<file path="src/hdl/standby_pin_pkg.sv">
package standby_pin_pkg;

    // core clock
    localparam int unsigned CLK_HZ = 40_000_000;

    // blink time base: half period of the 1 Hz square wave
    localparam int unsigned BLINK_HALF_MS = 500;
    localparam int unsigned BLINK_HALF_CYCLES = CLK_HZ / 1000 * BLINK_HALF_MS;
    localparam int unsigned BLINK_CNT_W = 25;

    // apb geometry
    localparam int unsigned ADDR_W = 12;
    localparam int unsigned DATA_W = 32;

    // register indexes, byte address is four times the index
    localparam logic [7:0] IDX_ACTIVATION = 8'h30;
    localparam logic [7:0] IDX_SUSPEND_MODE = 8'hF3;
    localparam logic [7:0] IDX_FUNC_SELECT = 8'hF7;
    // per group, packed as {d, c, b, a}
    localparam logic [3:0][7:0] IDX_DIR = {8'hE0, 8'hF4, 8'hF0, 8'hE3};
    localparam logic [3:0][7:0] IDX_DATA = {8'hE1, 8'hF5, 8'hF1, 8'hE4};
    localparam logic [3:0][7:0] IDX_INV = {8'hE2, 8'hF6, 8'hF2, 8'hE5};

    // group numbering
    localparam int unsigned GRP_A = 0;
    localparam int unsigned GRP_B = 1;
    localparam int unsigned GRP_C = 2;
    localparam int unsigned GRP_D = 3;
    localparam int unsigned NUM_GRP = 4;

    // field positions
    localparam int unsigned ACT_W = 4;
    localparam int unsigned MODE_LSB = 6;

    // values after reset
    localparam logic [3:0] ACT_RESET = 4'h0;
    localparam logic [7:0] DIR_RESET = 8'hFF;
    localparam logic [7:0] DATA_RESET = 8'h00;
    localparam logic [7:0] INV_RESET = 8'h00;
    localparam logic [1:0] MODE_RESET = 2'h0;
    localparam logic [7:0] FSEL_RESET = 8'h00;

    // suspend indicator modes
    localparam logic [1:0] MODE_TRISTATE = 2'h0;
    localparam logic [1:0] MODE_LOW = 2'h1;
    localparam logic [1:0] MODE_BLINK_1HZ = 2'h2;
    localparam logic [1:0] MODE_BLINK_QUARTER = 2'h3;

endpackage

</file>
<file path="src/hdl/pin_sync.sv">
`timescale 1ns/1ps

module pin_sync #(
    parameter int unsigned WIDTH = 32
) (
    input wire logic pclk,
    input wire logic presetn,
    input wire logic [WIDTH-1:0] raw,
    output logic [WIDTH-1:0] synced
);

    typedef struct packed {
        logic [WIDTH-1:0] first;
        logic [WIDTH-1:0] second;
    } sync_s;

    sync_s st;
    sync_s next_st;

    // first stage feeds only the second
    always_comb begin
        next_st = st;
        next_st.first = raw;
        next_st.second = st.first;
    end

    always_ff @(posedge pclk or negedge presetn) begin
        if (!presetn) begin
            st <= '0;
        end else begin
            st <= next_st;
        end
    end

    assign synced = st.second;

endmodule

</file>
<file path="src/hdl/blink_base.sv">
`timescale 1ns/1ps

module blink_base #(
    parameter int unsigned HALF_CYCLES = standby_pin_pkg::BLINK_HALF_CYCLES
) (
    input wire logic pclk,
    input wire logic presetn,
    output logic blink_1hz,
    output logic blink_quarter_hz
);

    localparam int unsigned CW = standby_pin_pkg::BLINK_CNT_W;

    typedef struct packed {
        logic [CW-1:0] cnt;
        logic [2:0] phase;
    } blink_s;

    blink_s st;
    blink_s next_st;

    // divide slow base: phase[0] is 1 hz, phase[2] is a quarter hz
    always_comb begin
        next_st = st;
        if (st.cnt == CW'(HALF_CYCLES - 1)) begin
            next_st.cnt = '0;
            next_st.phase = st.phase + 3'h1;
        end else begin
            next_st.cnt = st.cnt + CW'(1);
        end
    end

    always_ff @(posedge pclk or negedge presetn) begin
        if (!presetn) begin
            st <= '0;
        end else begin
            st <= next_st;
        end
    end

    assign blink_1hz = st.phase[0];
    assign blink_quarter_hz = st.phase[2];

    AST_QUARTER_FROM_BASE: assert property (@(posedge pclk) disable iff (!presetn)
        $changed(st.phase[2]) |-> $changed(st.phase[0]) && !st.phase[1] && !st.phase[0])
        else $error("quarter hz edge without matching 1 hz edge");

endmodule

</file>
<file path="src/hdl/standby_pin_groups_led.sv">
// Decided for this implementation: the APB interface to the registers.
`timescale 1ns/1ps

module standby_pin_groups_led #(
    parameter int unsigned BLINK_HALF_CYCLES = standby_pin_pkg::BLINK_HALF_CYCLES
) (
    input wire logic pclk,
    input wire logic presetn,
    input wire logic [11:0] paddr,
    input wire logic psel,
    input wire logic penable,
    input wire logic pwrite,
    input wire logic [31:0] pwdata,
    input wire logic [3:0] pstrb,
    output logic [31:0] prdata,
    output logic pready,
    output logic pslverr,
    input wire logic [7:0] pin_group_a_in,
    output logic [7:0] pin_group_a_out,
    output logic [7:0] pin_group_a_oe_n,
    input wire logic [7:0] pin_group_b_in,
    output logic [7:0] pin_group_b_out,
    output logic [7:0] pin_group_b_oe_n,
    input wire logic [7:0] pin_group_c_in,
    output logic [7:0] pin_group_c_out,
    output logic [7:0] pin_group_c_oe_n,
    input wire logic [7:0] pin_group_d_in,
    output logic [7:0] pin_group_d_out,
    output logic [7:0] pin_group_d_oe_n,
    output logic suspend_indicator_out,
    output logic suspend_indicator_oe_n,
    input wire logic watchdog_timeout_n
);

    typedef struct packed {
        logic [3:0] active;
        logic [3:0][7:0] dir;
        logic [3:0][7:0] data;
        logic [3:0][7:0] inv;
        logic [1:0] mode;
        logic [7:0] fsel;
        logic [31:0] rdata;
        logic [3:0][7:0] pin_out;
        logic [3:0][7:0] pin_oe_n;
        logic led_out;
        logic led_oe_n;
    } state_s;

    state_s st;
    state_s next_st;

    logic [31:0] pin_raw;
    logic [31:0] pin_sync_flat;
    logic [3:0][7:0] pin_sync;
    logic blink_1hz;
    logic blink_quarter_hz;
    logic [3:0][7:0] drive_out;
    logic [3:0][7:0] drive_oe_n;
    logic [3:0][7:0] data_view;
    logic [7:0] addr_idx;
    logic addr_ok;
    logic hit;
    logic [31:0] rd_val;
    logic wr_en;

    // pins cross into the core clock
    assign pin_raw = {pin_group_d_in, pin_group_c_in, pin_group_b_in, pin_group_a_in};

    pin_sync #(
        .WIDTH(32)
    ) u_pin_sync (
        .pclk(pclk),
        .presetn(presetn),
        .raw(pin_raw),
        .synced(pin_sync_flat)
    );

    assign pin_sync = pin_sync_flat;

    blink_base #(
        .HALF_CYCLES(BLINK_HALF_CYCLES)
    ) u_blink_base (
        .pclk(pclk),
        .presetn(presetn),
        .blink_1hz(blink_1hz),
        .blink_quarter_hz(blink_quarter_hz)
    );

    // per group pin drive and data view
    for (genvar g = 0; g < standby_pin_pkg::NUM_GRP; g++) begin : g_group
        // stored bit for outputs, pin for inputs
        assign data_view[g] = (st.data[g] & ~st.dir[g])
            | ((pin_sync[g] ^ st.inv[g]) & st.dir[g]);
        // drive outputs only when the group is active
        assign drive_out[g] = st.data[g] ^ st.inv[g];
        assign drive_oe_n[g] = st.dir[g] | {8{~st.active[g]}};
    end

    // apb decode
    assign addr_idx = paddr[9:2];
    assign addr_ok = (paddr[1:0] == 2'h0) && (paddr[11:10] == 2'h0);
    assign wr_en = psel && penable && pwrite && hit && pstrb[0];

    always_comb begin
        hit = 1'b0;
        rd_val = 32'h0000_0000;
        if (addr_ok) begin
            if (addr_idx == standby_pin_pkg::IDX_ACTIVATION) begin
                hit = 1'b1;
                rd_val[standby_pin_pkg::ACT_W-1:0] = st.active;
            end
            if (addr_idx == standby_pin_pkg::IDX_SUSPEND_MODE) begin
                hit = 1'b1;
                rd_val[standby_pin_pkg::MODE_LSB +: 2] = st.mode;
            end
            if (addr_idx == standby_pin_pkg::IDX_FUNC_SELECT) begin
                hit = 1'b1;
                rd_val[7:0] = st.fsel;
            end
            for (int g = 0; g < standby_pin_pkg::NUM_GRP; g++) begin
                if (addr_idx == standby_pin_pkg::IDX_DIR[g]) begin
                    hit = 1'b1;
                    rd_val[7:0] = st.dir[g];
                end
                if (addr_idx == standby_pin_pkg::IDX_DATA[g]) begin
                    hit = 1'b1;
                    rd_val[7:0] = data_view[g];
                end
                if (addr_idx == standby_pin_pkg::IDX_INV[g]) begin
                    hit = 1'b1;
                    rd_val[7:0] = st.inv[g];
                end
            end
        end
    end

    // next state
    always_comb begin
        next_st = st;
        // read data captured in setup phase
        if (psel && !penable) begin
            next_st.rdata = rd_val;
        end
        if (wr_en) begin
            if (addr_idx == standby_pin_pkg::IDX_ACTIVATION) begin
                next_st.active = pwdata[standby_pin_pkg::ACT_W-1:0];
            end
            if (addr_idx == standby_pin_pkg::IDX_SUSPEND_MODE) begin
                next_st.mode = pwdata[standby_pin_pkg::MODE_LSB +: 2];
            end
            if (addr_idx == standby_pin_pkg::IDX_FUNC_SELECT) begin
                next_st.fsel = pwdata[7:0];
            end
            for (int g = 0; g < standby_pin_pkg::NUM_GRP; g++) begin
                if (addr_idx == standby_pin_pkg::IDX_DIR[g]) begin
                    next_st.dir[g] = pwdata[7:0];
                end
                if (addr_idx == standby_pin_pkg::IDX_DATA[g]) begin
                    next_st.data[g] = (st.data[g] & st.dir[g])
                        | (pwdata[7:0] & ~st.dir[g]);
                end
                if (addr_idx == standby_pin_pkg::IDX_INV[g]) begin
                    next_st.inv[g] = pwdata[7:0];
                end
            end
        end
        // suspend indicator
        case (st.mode)
            standby_pin_pkg::MODE_TRISTATE: begin
                next_st.led_out = 1'b0;
                next_st.led_oe_n = 1'b1;
            end
            standby_pin_pkg::MODE_LOW: begin
                next_st.led_out = 1'b0;
                next_st.led_oe_n = 1'b0;
            end
            standby_pin_pkg::MODE_BLINK_1HZ: begin
                next_st.led_out = blink_1hz;
                next_st.led_oe_n = 1'b0;
            end
            standby_pin_pkg::MODE_BLINK_QUARTER: begin
                next_st.led_out = blink_quarter_hz;
                next_st.led_oe_n = 1'b0;
            end
            default: begin
                next_st.led_out = 1'b0;
                next_st.led_oe_n = 1'b1;
            end
        endcase
        // pin drive, group c alternate functions override
        next_st.pin_out = drive_out;
        next_st.pin_oe_n = drive_oe_n;
        for (int b = 0; b < 8; b++) begin
            if (st.fsel[b]) begin
                if ((b % 2) == 0) begin
                    next_st.pin_out[standby_pin_pkg::GRP_C][b] = watchdog_timeout_n;
                    next_st.pin_oe_n[standby_pin_pkg::GRP_C][b] = 1'b0;
                end else begin
                    next_st.pin_out[standby_pin_pkg::GRP_C][b] = st.led_out;
                    next_st.pin_oe_n[standby_pin_pkg::GRP_C][b] = st.led_oe_n;
                end
            end
        end
    end

    always_ff @(posedge pclk or negedge presetn) begin
        if (!presetn) begin
            st.active <= standby_pin_pkg::ACT_RESET;
            st.dir <= {4{standby_pin_pkg::DIR_RESET}};
            st.data <= {4{standby_pin_pkg::DATA_RESET}};
            st.inv <= {4{standby_pin_pkg::INV_RESET}};
            st.mode <= standby_pin_pkg::MODE_RESET;
            st.fsel <= standby_pin_pkg::FSEL_RESET;
            st.rdata <= 32'h0000_0000;
            st.pin_out <= '0;
            st.pin_oe_n <= '1;
            st.led_out <= 1'b0;
            st.led_oe_n <= 1'b1;
        end else begin
            st <= next_st;
        end
    end

    // outputs
    assign prdata = st.rdata;
    assign pready = 1'b1;
    assign pslverr = psel && penable && !hit;
    assign pin_group_a_out = st.pin_out[standby_pin_pkg::GRP_A];
    assign pin_group_a_oe_n = st.pin_oe_n[standby_pin_pkg::GRP_A];
    assign pin_group_b_out = st.pin_out[standby_pin_pkg::GRP_B];
    assign pin_group_b_oe_n = st.pin_oe_n[standby_pin_pkg::GRP_B];
    assign pin_group_c_out = st.pin_out[standby_pin_pkg::GRP_C];
    assign pin_group_c_oe_n = st.pin_oe_n[standby_pin_pkg::GRP_C];
    assign pin_group_d_out = st.pin_out[standby_pin_pkg::GRP_D];
    assign pin_group_d_oe_n = st.pin_oe_n[standby_pin_pkg::GRP_D];
    assign suspend_indicator_out = st.led_out;
    assign suspend_indicator_oe_n = st.led_oe_n;

    // checks
    AST_ACT_WRITE: assert property (@(posedge pclk) disable iff (!presetn)
        wr_en && addr_idx == standby_pin_pkg::IDX_ACTIVATION
        |=> st.active == $past(pwdata[3:0]))
        else $error("activation bits not taken from write");

    AST_INACTIVE_FLOAT: assert property (@(posedge pclk) disable iff (!presetn)
        !st.active[0] |=> pin_group_a_oe_n == 8'hFF)
        else $error("inactive group a drives a pin");

    AST_OUTPUT_ENABLE: assert property (@(posedge pclk) disable iff (!presetn)
        st.active[3] && !st.dir[3][5] |=> !pin_group_d_oe_n[5])
        else $error("output pin of group d not driven");

    AST_OUTPUT_VALUE: assert property (@(posedge pclk) disable iff (!presetn)
        st.active[1] && !st.dir[1][0]
        |=> pin_group_b_out[0] == $past(st.data[1][0] ^ st.inv[1][0]))
        else $error("group b pin value does not follow data and inversion");

    AST_INPUT_WRITE_IGNORED: assert property (@(posedge pclk) disable iff (!presetn)
        wr_en && addr_idx == standby_pin_pkg::IDX_DATA[0] && st.dir[0] == 8'hFF
        |=> $stable(st.data[0]))
        else $error("write changed data of input pins");

    AST_INPUT_READ: assert property (@(posedge pclk) disable iff (!presetn)
        psel && !penable && addr_ok && addr_idx == standby_pin_pkg::IDX_DATA[3]
        && st.dir[3] == 8'hFF
        |=> prdata[7:0] == $past(pin_sync[3] ^ st.inv[3]))
        else $error("input read does not return inverted pin state");

    AST_LED_TRISTATE: assert property (@(posedge pclk) disable iff (!presetn)
        st.mode == standby_pin_pkg::MODE_TRISTATE |=> suspend_indicator_oe_n)
        else $error("suspend indicator driven in tri-state mode");

    AST_LED_LOW: assert property (@(posedge pclk) disable iff (!presetn)
        st.mode == standby_pin_pkg::MODE_LOW
        |=> !suspend_indicator_oe_n && !suspend_indicator_out)
        else $error("suspend indicator not driven low");

    AST_LED_BLINK: assert property (@(posedge pclk) disable iff (!presetn)
        st.mode == standby_pin_pkg::MODE_BLINK_QUARTER
        |=> suspend_indicator_out == $past(blink_quarter_hz))
        else $error("suspend indicator not following quarter hz base");

    AST_WATCHDOG_ROUTE: assert property (@(posedge pclk) disable iff (!presetn)
        st.fsel[2] |=> !pin_group_c_oe_n[2] && pin_group_c_out[2] == $past(watchdog_timeout_n))
        else $error("group c pin 2 not carrying watchdog output");

    AST_RESERVED_ZERO: assert property (@(posedge pclk) disable iff (!presetn)
        prdata[31:8] == 24'h000000
        && !(st.rdata[5:0] != 6'h00 && $past(addr_idx) == standby_pin_pkg::IDX_SUSPEND_MODE
        && $past(psel && !penable && addr_ok)))
        else $error("reserved bits read non-zero");

endmodule

</file>
<file path="config.mk">
export PLATFORM = sky130hd
export DESIGN_NAME = standby_pin_groups_led
export DESIGN_NICKNAME = d
export VERILOG_FILES = /design/src/hdl/standby_pin_pkg.sv /design/src/hdl/pin_sync.sv /design/src/hdl/blink_base.sv /design/src/hdl/standby_pin_groups_led.sv
export SDC_FILE = /design/constraint.sdc
export NUM_CORES = 1
export LEC_CHECK = 0
export BUFFER_PORTS_ARGS = -buffer_cell sky130_fd_sc_hd__buf_4
export CAP_MARGIN = 20
export CORE_MARGIN = 2
export CORE_UTILIZATION = 62
export CTS_CLUSTER_DIAMETER = 40
export DETAILED_ROUTE_END_ITERATION = 10
export GPL_ROUTABILITY_DRIVEN = 0
export PLACE_DENSITY_LB_ADDON = 0.1
export SETUP_SLACK_MARGIN = 0.5
export SLEW_MARGIN = 20
export SYNTH_ARGS = -nofsm -noshare
export SYNTH_HDL_FRONTEND = slang
export SYNTH_SLANG_ARGS = --single-unit
</file>
<file path="constraint.sdc">
create_clock -name pclk -period 2.9 [get_ports pclk]
set_clock_uncertainty 0.1 [all_clocks]
set_input_delay 0.29 -clock pclk [delete_from_list [all_inputs] [get_ports pclk]]
set_output_delay 0.29 -clock pclk [all_outputs]
set_load 0.1 [all_outputs]
</file>
**Word-level counts from Yosys, hierarchy flattened**

Index checks and enable logic that the tools add are counted.

- Bits in read-only memories: 0
- Latch bits: 0
- Logic and storage cells: 172
- Flip-flop bits (word level): 276
- RAM bits: 0
- Output and inout port bits: 100
- Input bits: 86
- Memories kept: 0

- Reduce and logical (&&, ||, !) cells: 27
- Eq/ne operators: 19
- Divide/modulo/power cells: 0
- $add $sub $neg: 2
- Muxes and demuxes: 50
- $mul: 0
- Bitwise gates (word level): 44
- Order comparisons: 0
- Shift-type cells: 0

Operators with widths:

| cell | count |
|---|---|
| AND 8 bit | 16 |
| == test 8 bit (second input constant) | 14 |
| 2-to-1 mux 8 bit | 14 |
| OR 8 bit | 12 |
| XOR 8 bit | 8 |
| 2-to-1 mux 1 bit | 32 |
| inverter 8 bit | 4 |
| AND reduction 2 bit | 15 |
| adder 25 x 1 -> 25 bit (second input constant) | 1 |
| == test 25 bit (second input constant) | 1 |
| 2-to-1 mux 25 bit | 1 |
| == test 8 x 6 -> 1 bit (second input constant) | 1 |
| one-hot mux 2 bit (4 select lines) | 1 |
| logical AND 1 bit | 7 |
| zero test 2 bit | 3 |
| == test 2 bit (second input constant) | 2 |
| 2-to-1 mux 4 bit | 1 |
| inverter 1 bit | 4 |
| adder 3 x 1 -> 3 bit (second input constant) | 1 |
| == test 2 x 1 -> 1 bit (second input constant) | 1 |
| zero test 1 bit | 2 |
| 2-to-1 mux 2 bit | 1 |

**Depth between registers and ports, before layout**

- Word-level depth: 20
- Depth in mapped cells: 9
- Mapped depth without buffers: 6

**Hierarchy**

From an unflattened synthesis, not the netlist that was laid out.

- Cell total of the unflattened synthesis: 1101
- Area total of the unflattened synthesis: 12769.7 µm²

Modules (own cells, without submodules):

| module | sequential area each (µm²) | area an instance (µm²) | cells an instance | instances |
|---|---|---|---|---|
| standby_pin_groups_led | 4685.7 | 9750.6 | 910 | 1 |
| pin_sync | 1601.5 | 1601.5 | 64 | 1 |
| blink_base | 700.7 | 1417.6 | 127 | 1 |

**Worst setup path after synthesis**

No wires, ideal clock.

- Path type: in2out
- Start: input port paddr[8]
- End: output port pslverr
- Cell stages on the path: 5
- Data required time: 2.510 ns
- Slack: 0.234 ns
- Path buffers: 1
- Arrival: 2.276 ns
- Cell sequence: buf_4 and3_1 a21oi_1 o32ai_1 a21oi_1

- Longest elaborated chain between the ends: 19
- Elaborated cells on any way between the ends: 33
- Classes of those cells: 15 x eq/ne; 16 x mux; 2 x reduce/logical

Ends and longest elaborated chain:

| item | line | source |
|---|---|---|
| start: declaration | standby_pin_groups_led.sv:9 | `input wire logic [11:0] paddr,` |
| == test 8 x 6 -> 1 bit | standby_pin_groups_led.sv:108 | `if (addr_idx == standby_pin_pkg::IDX_ACTIVATION) begin` |
| 2-to-1 mux 1 bit | standby_pin_groups_led.sv:108 |  |
| 2-to-1 mux 1 bit | standby_pin_groups_led.sv:112 | `if (addr_idx == standby_pin_pkg::IDX_SUSPEND_MODE) begin` |
| 2-to-1 mux 1 bit | standby_pin_groups_led.sv:116 | `if (addr_idx == standby_pin_pkg::IDX_FUNC_SELECT) begin` |
| 2-to-1 mux 1 bit | standby_pin_groups_led.sv:121 | `if (addr_idx == standby_pin_pkg::IDX_DIR[g]) begin` |
| 2-to-1 mux 1 bit | standby_pin_groups_led.sv:125 | `if (addr_idx == standby_pin_pkg::IDX_DATA[g]) begin` |
| 2-to-1 mux 1 bit | standby_pin_groups_led.sv:129 | `if (addr_idx == standby_pin_pkg::IDX_INV[g]) begin` |
| 2-to-1 mux 1 bit | standby_pin_groups_led.sv:121 |  |
| [3 not listed] | - |  |
| 2-to-1 mux 1 bit | standby_pin_groups_led.sv:125 |  |
| 2-to-1 mux 1 bit | standby_pin_groups_led.sv:129 |  |
| 2-to-1 mux 1 bit | standby_pin_groups_led.sv:121 |  |
| 2-to-1 mux 1 bit | standby_pin_groups_led.sv:125 |  |
| 2-to-1 mux 1 bit (*) | standby_pin_groups_led.sv:129 |  |
| 2-to-1 mux 1 bit (*) | standby_pin_groups_led.sv:107 | `if (addr_ok) begin` |
| zero test 1 bit (*) | standby_pin_groups_led.sv:227 | `assign pslverr = psel && penable && !hit;` |
| logical AND 1 bit (*) | standby_pin_groups_led.sv:227 |  |
| end: declaration | standby_pin_groups_led.sv:17 | `output logic pslverr,` |

Mark *: on every way between the ends. The rest lies on a longest branch, timed or not.

**Final worst setup path**

- Start: input port paddr[2]
- End: output port pslverr

The elaborated chain is that of the path after synthesis.

==> flow_metrics.env <==
export IMPL_outcome="finished, final reports clean"
export IMPL_drc=0
export IMPL_ys_seq_area_share_pct=55.34
export IMPL_port_buffers=133
export IMPL_die_h_um=146.7
export IMPL_die_area_um2=21520
export IMPL_instances_no_fill=1481
export IMPL_critPathKind="input port to primary output"
export IMPL_antenna_cells=0
export IMPL_layout_min_cycle_time_ns=2.163
export IMPL_syn_area_per_cell_um2=12.03
export IMPL_p_leak_uw=0.007084
export IMPL_clockBufferDepth=3
export IMPL_vias=8610
export IMPL_ir_worst_vdd_v=0.0005328
export IMPL_overflow=0
export IMPL_pre_cts_slack_ns=0.4073
export IMPL_fin_ws_ns=0.7373
export IMPL_numCtsBuffers=37
export IMPL_antenna_found_initial=0
export IMPL_maxCapViolCount=0
export IMPL_initialDrtViolationCount=657
export IMPL_worstMarginPinSlew_ns=0.7322
export IMPL_ant_nets=0
export IMPL_intPower_uw=7246
export IMPL_fin_nets=1270
export IMPL_clock_sinks=276
export IMPL_min_path_type="input port to register"
export IMPL_min_delay_start="watchdog_timeout_n"
export IMPL_ctsResizeCount=0
export IMPL_drtPass1Iterations=5
export IMPL_r2r_slack_ns=0.93
export IMPL_end_kind="primary output"
export IMPL_ys_types=78
export IMPL_fill_cells=1337
export IMPL_synth_edff_count=0
export IMPL_hold_depth=3
export IMPL_setup_viol=0
export IMPL_swShare_pct=22.75
export IMPL_grt_util_all_layers_pct=29.59
export IMPL_rsz0062_at_grt="false"
export IMPL_synth_seq_cells=276
export IMPL_core_region_area_um2=20100
export IMPL_yosysTopAreaCell="dfrtp_1"
export IMPL_crit_fanout=31
export IMPL_syn_inst=1050
export IMPL_ys_warn_count=0
export IMPL_cp_required_ns=2.51
export IMPL_clock_latency_ns=0.51
export IMPL_dp_hpwl_um=20870
export IMPL_cp_arrival_ns=1.77
export IMPL_p_per_area_nw_per_um2=619.2
export IMPL_comb_power_share_pct=5.4
export IMPL_fmax_mhz=462.4
export IMPL_reg2reg_from="st[176]"
export IMPL_cts_tree="built"
export IMPL_placementRows=52
export IMPL_seq_power_share_pct=41.8
export IMPL_start_util_pct=62.81
export IMPL_via_per_inst=5.814
export IMPL_startpoint_type="input port"
export IMPL_finalWirelength_um=31090
export IMPL_holdPathEnd="pin_group_c_out[0]"
export IMPL_p_total_uw=9380
export IMPL_synthTopCellsByArea="dfrtp_1 (42%), dfstp_2 (14%), mux2_2 (7.2%)"
export IMPL_multiInputGateArea_um2=4796
export IMPL_hold_viol=0
export IMPL_clkPwrFrac_pct=52.8
export IMPL_grt_pass1_vias=8643
export IMPL_chipWidth_um=146.7
export IMPL_wire_per_inst_um=20.99
export IMPL_relSlewSlack_pct=51.00
export IMPL_maxSlewViolCount=0
export IMPL_reg2reg_depth=6
export IMPL_cts_root_buf="clkbuf_16"
export IMPL_ys_flop_type="dfrtp_1"
export IMPL_synth_async_reset_ratio_pct=100.0
export IMPL_boundaryPins=186
export IMPL_htree_levels=2
export IMPL_regArea_um2=6988
export IMPL_tns_ns=0
export IMPL_grt_pass1_wl_um=48730
export IMPL_place_inst=1380
export IMPL_post_route_period_util_pct=74.58
export IMPL_drive_gt1_share_pct=35.92
export IMPL_clkSlewWorstSetupHoldPaths_ns=0.06
export IMPL_syn_area_um2=12630
export IMPL_synthToLayoutAreaGrowth_pct=19.97
export IMPL_grt_max_degree=89
export IMPL_worst_r2r_endpoint="prdata[4]"
export IMPL_synth_top_area_share_pct=41.82
export IMPL_switching_power_uw=2134
-- layer usage --
layer  part of all wire [%]  vias up  track usage [%]
li1                       -     3824                -
met1                     40     4228            40.01
met2                     47      456            47.11
met3                    8.5      102            6.273
met4                    4.1        0            12.38
met5                      0        -                0
-- power groups by stage --
stage	logic [uW]	clock network, uW	registers, uW
6_report	506	4950	3920
5_1_grt	540	5210	3930
4_1_cts	505	5020	3930
3_5_place_dp	467	0	3990
3_3_place_gp	465	0	3990
2_1_floorplan	289	0	3980
-- metrics by stage --
stage / hold slack (ns) / util, % / instance area, um2
after floorplan: -0.1056 / - / 12720
after global placement: 0.2319 / 66.87 / 13440
after detailed placement: 0.2347 / 66.87 / 13440
after CTS: 0.005499 / 75.35 / 15150
after global routing: 0.03438 / 75.35 / 15150
final: 0.01844 / 75.35 / 15150
-- worst max-delay path, stage by stage --
cell     delay, ns
buf_4         0.23
nor2_8        0.25
a21oi_1       0.09
o32ai_1       0.39
buf_4         0.21
a21oi_2       0.05
buf_4         0.24
-- synthesized netlist by cell type (3+ instances only) --
library cell / n
and4_1: 3
a211oi_1: 6
nand2b_1: 29
o21ai_1: 3
and3_1: 11
nand2_8: 3
buf_2: 7
dfstp_2: 65
inv_1: 12
o211ai_1: 8
mux2_4: 28
o31ai_1: 4
clkbuf_1: 17
mux2_2: 81
xnor2_1: 48
a221o_1: 4
nor2_2: 4
a21oi_1: 44
nor3_1: 13
o21ai_0: 38
nand3_2: 4
a22o_1: 3
nor2b_1: 7
buf_4: 101
dfrtp_1: 211
xor2_1: 36
nor2_1: 71
a22oi_1: 8
nand4_1: 9
a31oi_1: 12
o22ai_1: 6
and2_1: 4
nand2_1: 58
o221ai_1: 3
nand3_1: 22
a221oi_1: 7
or2_2: 3
-- how the worst max path moves through the flow --
stage,startpoint,end,slack (ns),cells past startpoint
finish,paddr[2],pslverr,0.74,7
global route,paddr[2],pslverr,0.65,7
CTS,paddr[2],pslverr,0.77,7
detailed placement,paddr[1],st[126],0.41,7
global placement,paddr[1],st[131],0.42,7
floorplan,paddr[8],pslverr,0.78,5
-- logic make-up (layout without fill, tap and decap cells) --
group	Yosys count	after routing	share of synthesized area, %
XOR/XNOR	84	84	5.826
adder cells (fa/ha/maj)	2	2	0.1981
buffers and inverters	139	277	7.392
other	2	25	0.05948
AO/OA/AOI/OAI	165	165	8.413
multiplexers	113	113	10.89
flip-flops	276	276	55.34
AND/OR/NAND/NOR	269	269	11.88
-- final cells by class --
cell class,count,share of cell area [%]
Clock inverter,23,2.288
Timing Repair Buffer,197,10.61
Tap cell,270,2.230
Sequential cell,276,46.13
Inverter,12,0.2973
Multi-Input combinational cell,658,31.66
Clock buffer,45,6.789
-- placed cells by master, fill, tap and decap left out, types with 38 or more instances in the layout --
master	Yosys	routed
a21oi_1	44	43
buf_4	101	160
clkbuf_16	0	39
dfrtp_1	211	211
dfstp_2	65	65
mux2_2	81	81
nand2_1	58	58
nor2_1	71	71
o21ai_0	38	38
xnor2_1	48	48
-- what timing repair did --
item | CTS | global route
hold buffers | 33 | 0
hold endpoints to repair | 92 | 0
setup buffers | 0 | 0
endpoints found under the setup margin | 0 | 0
(Power assumes the default switching activity.)
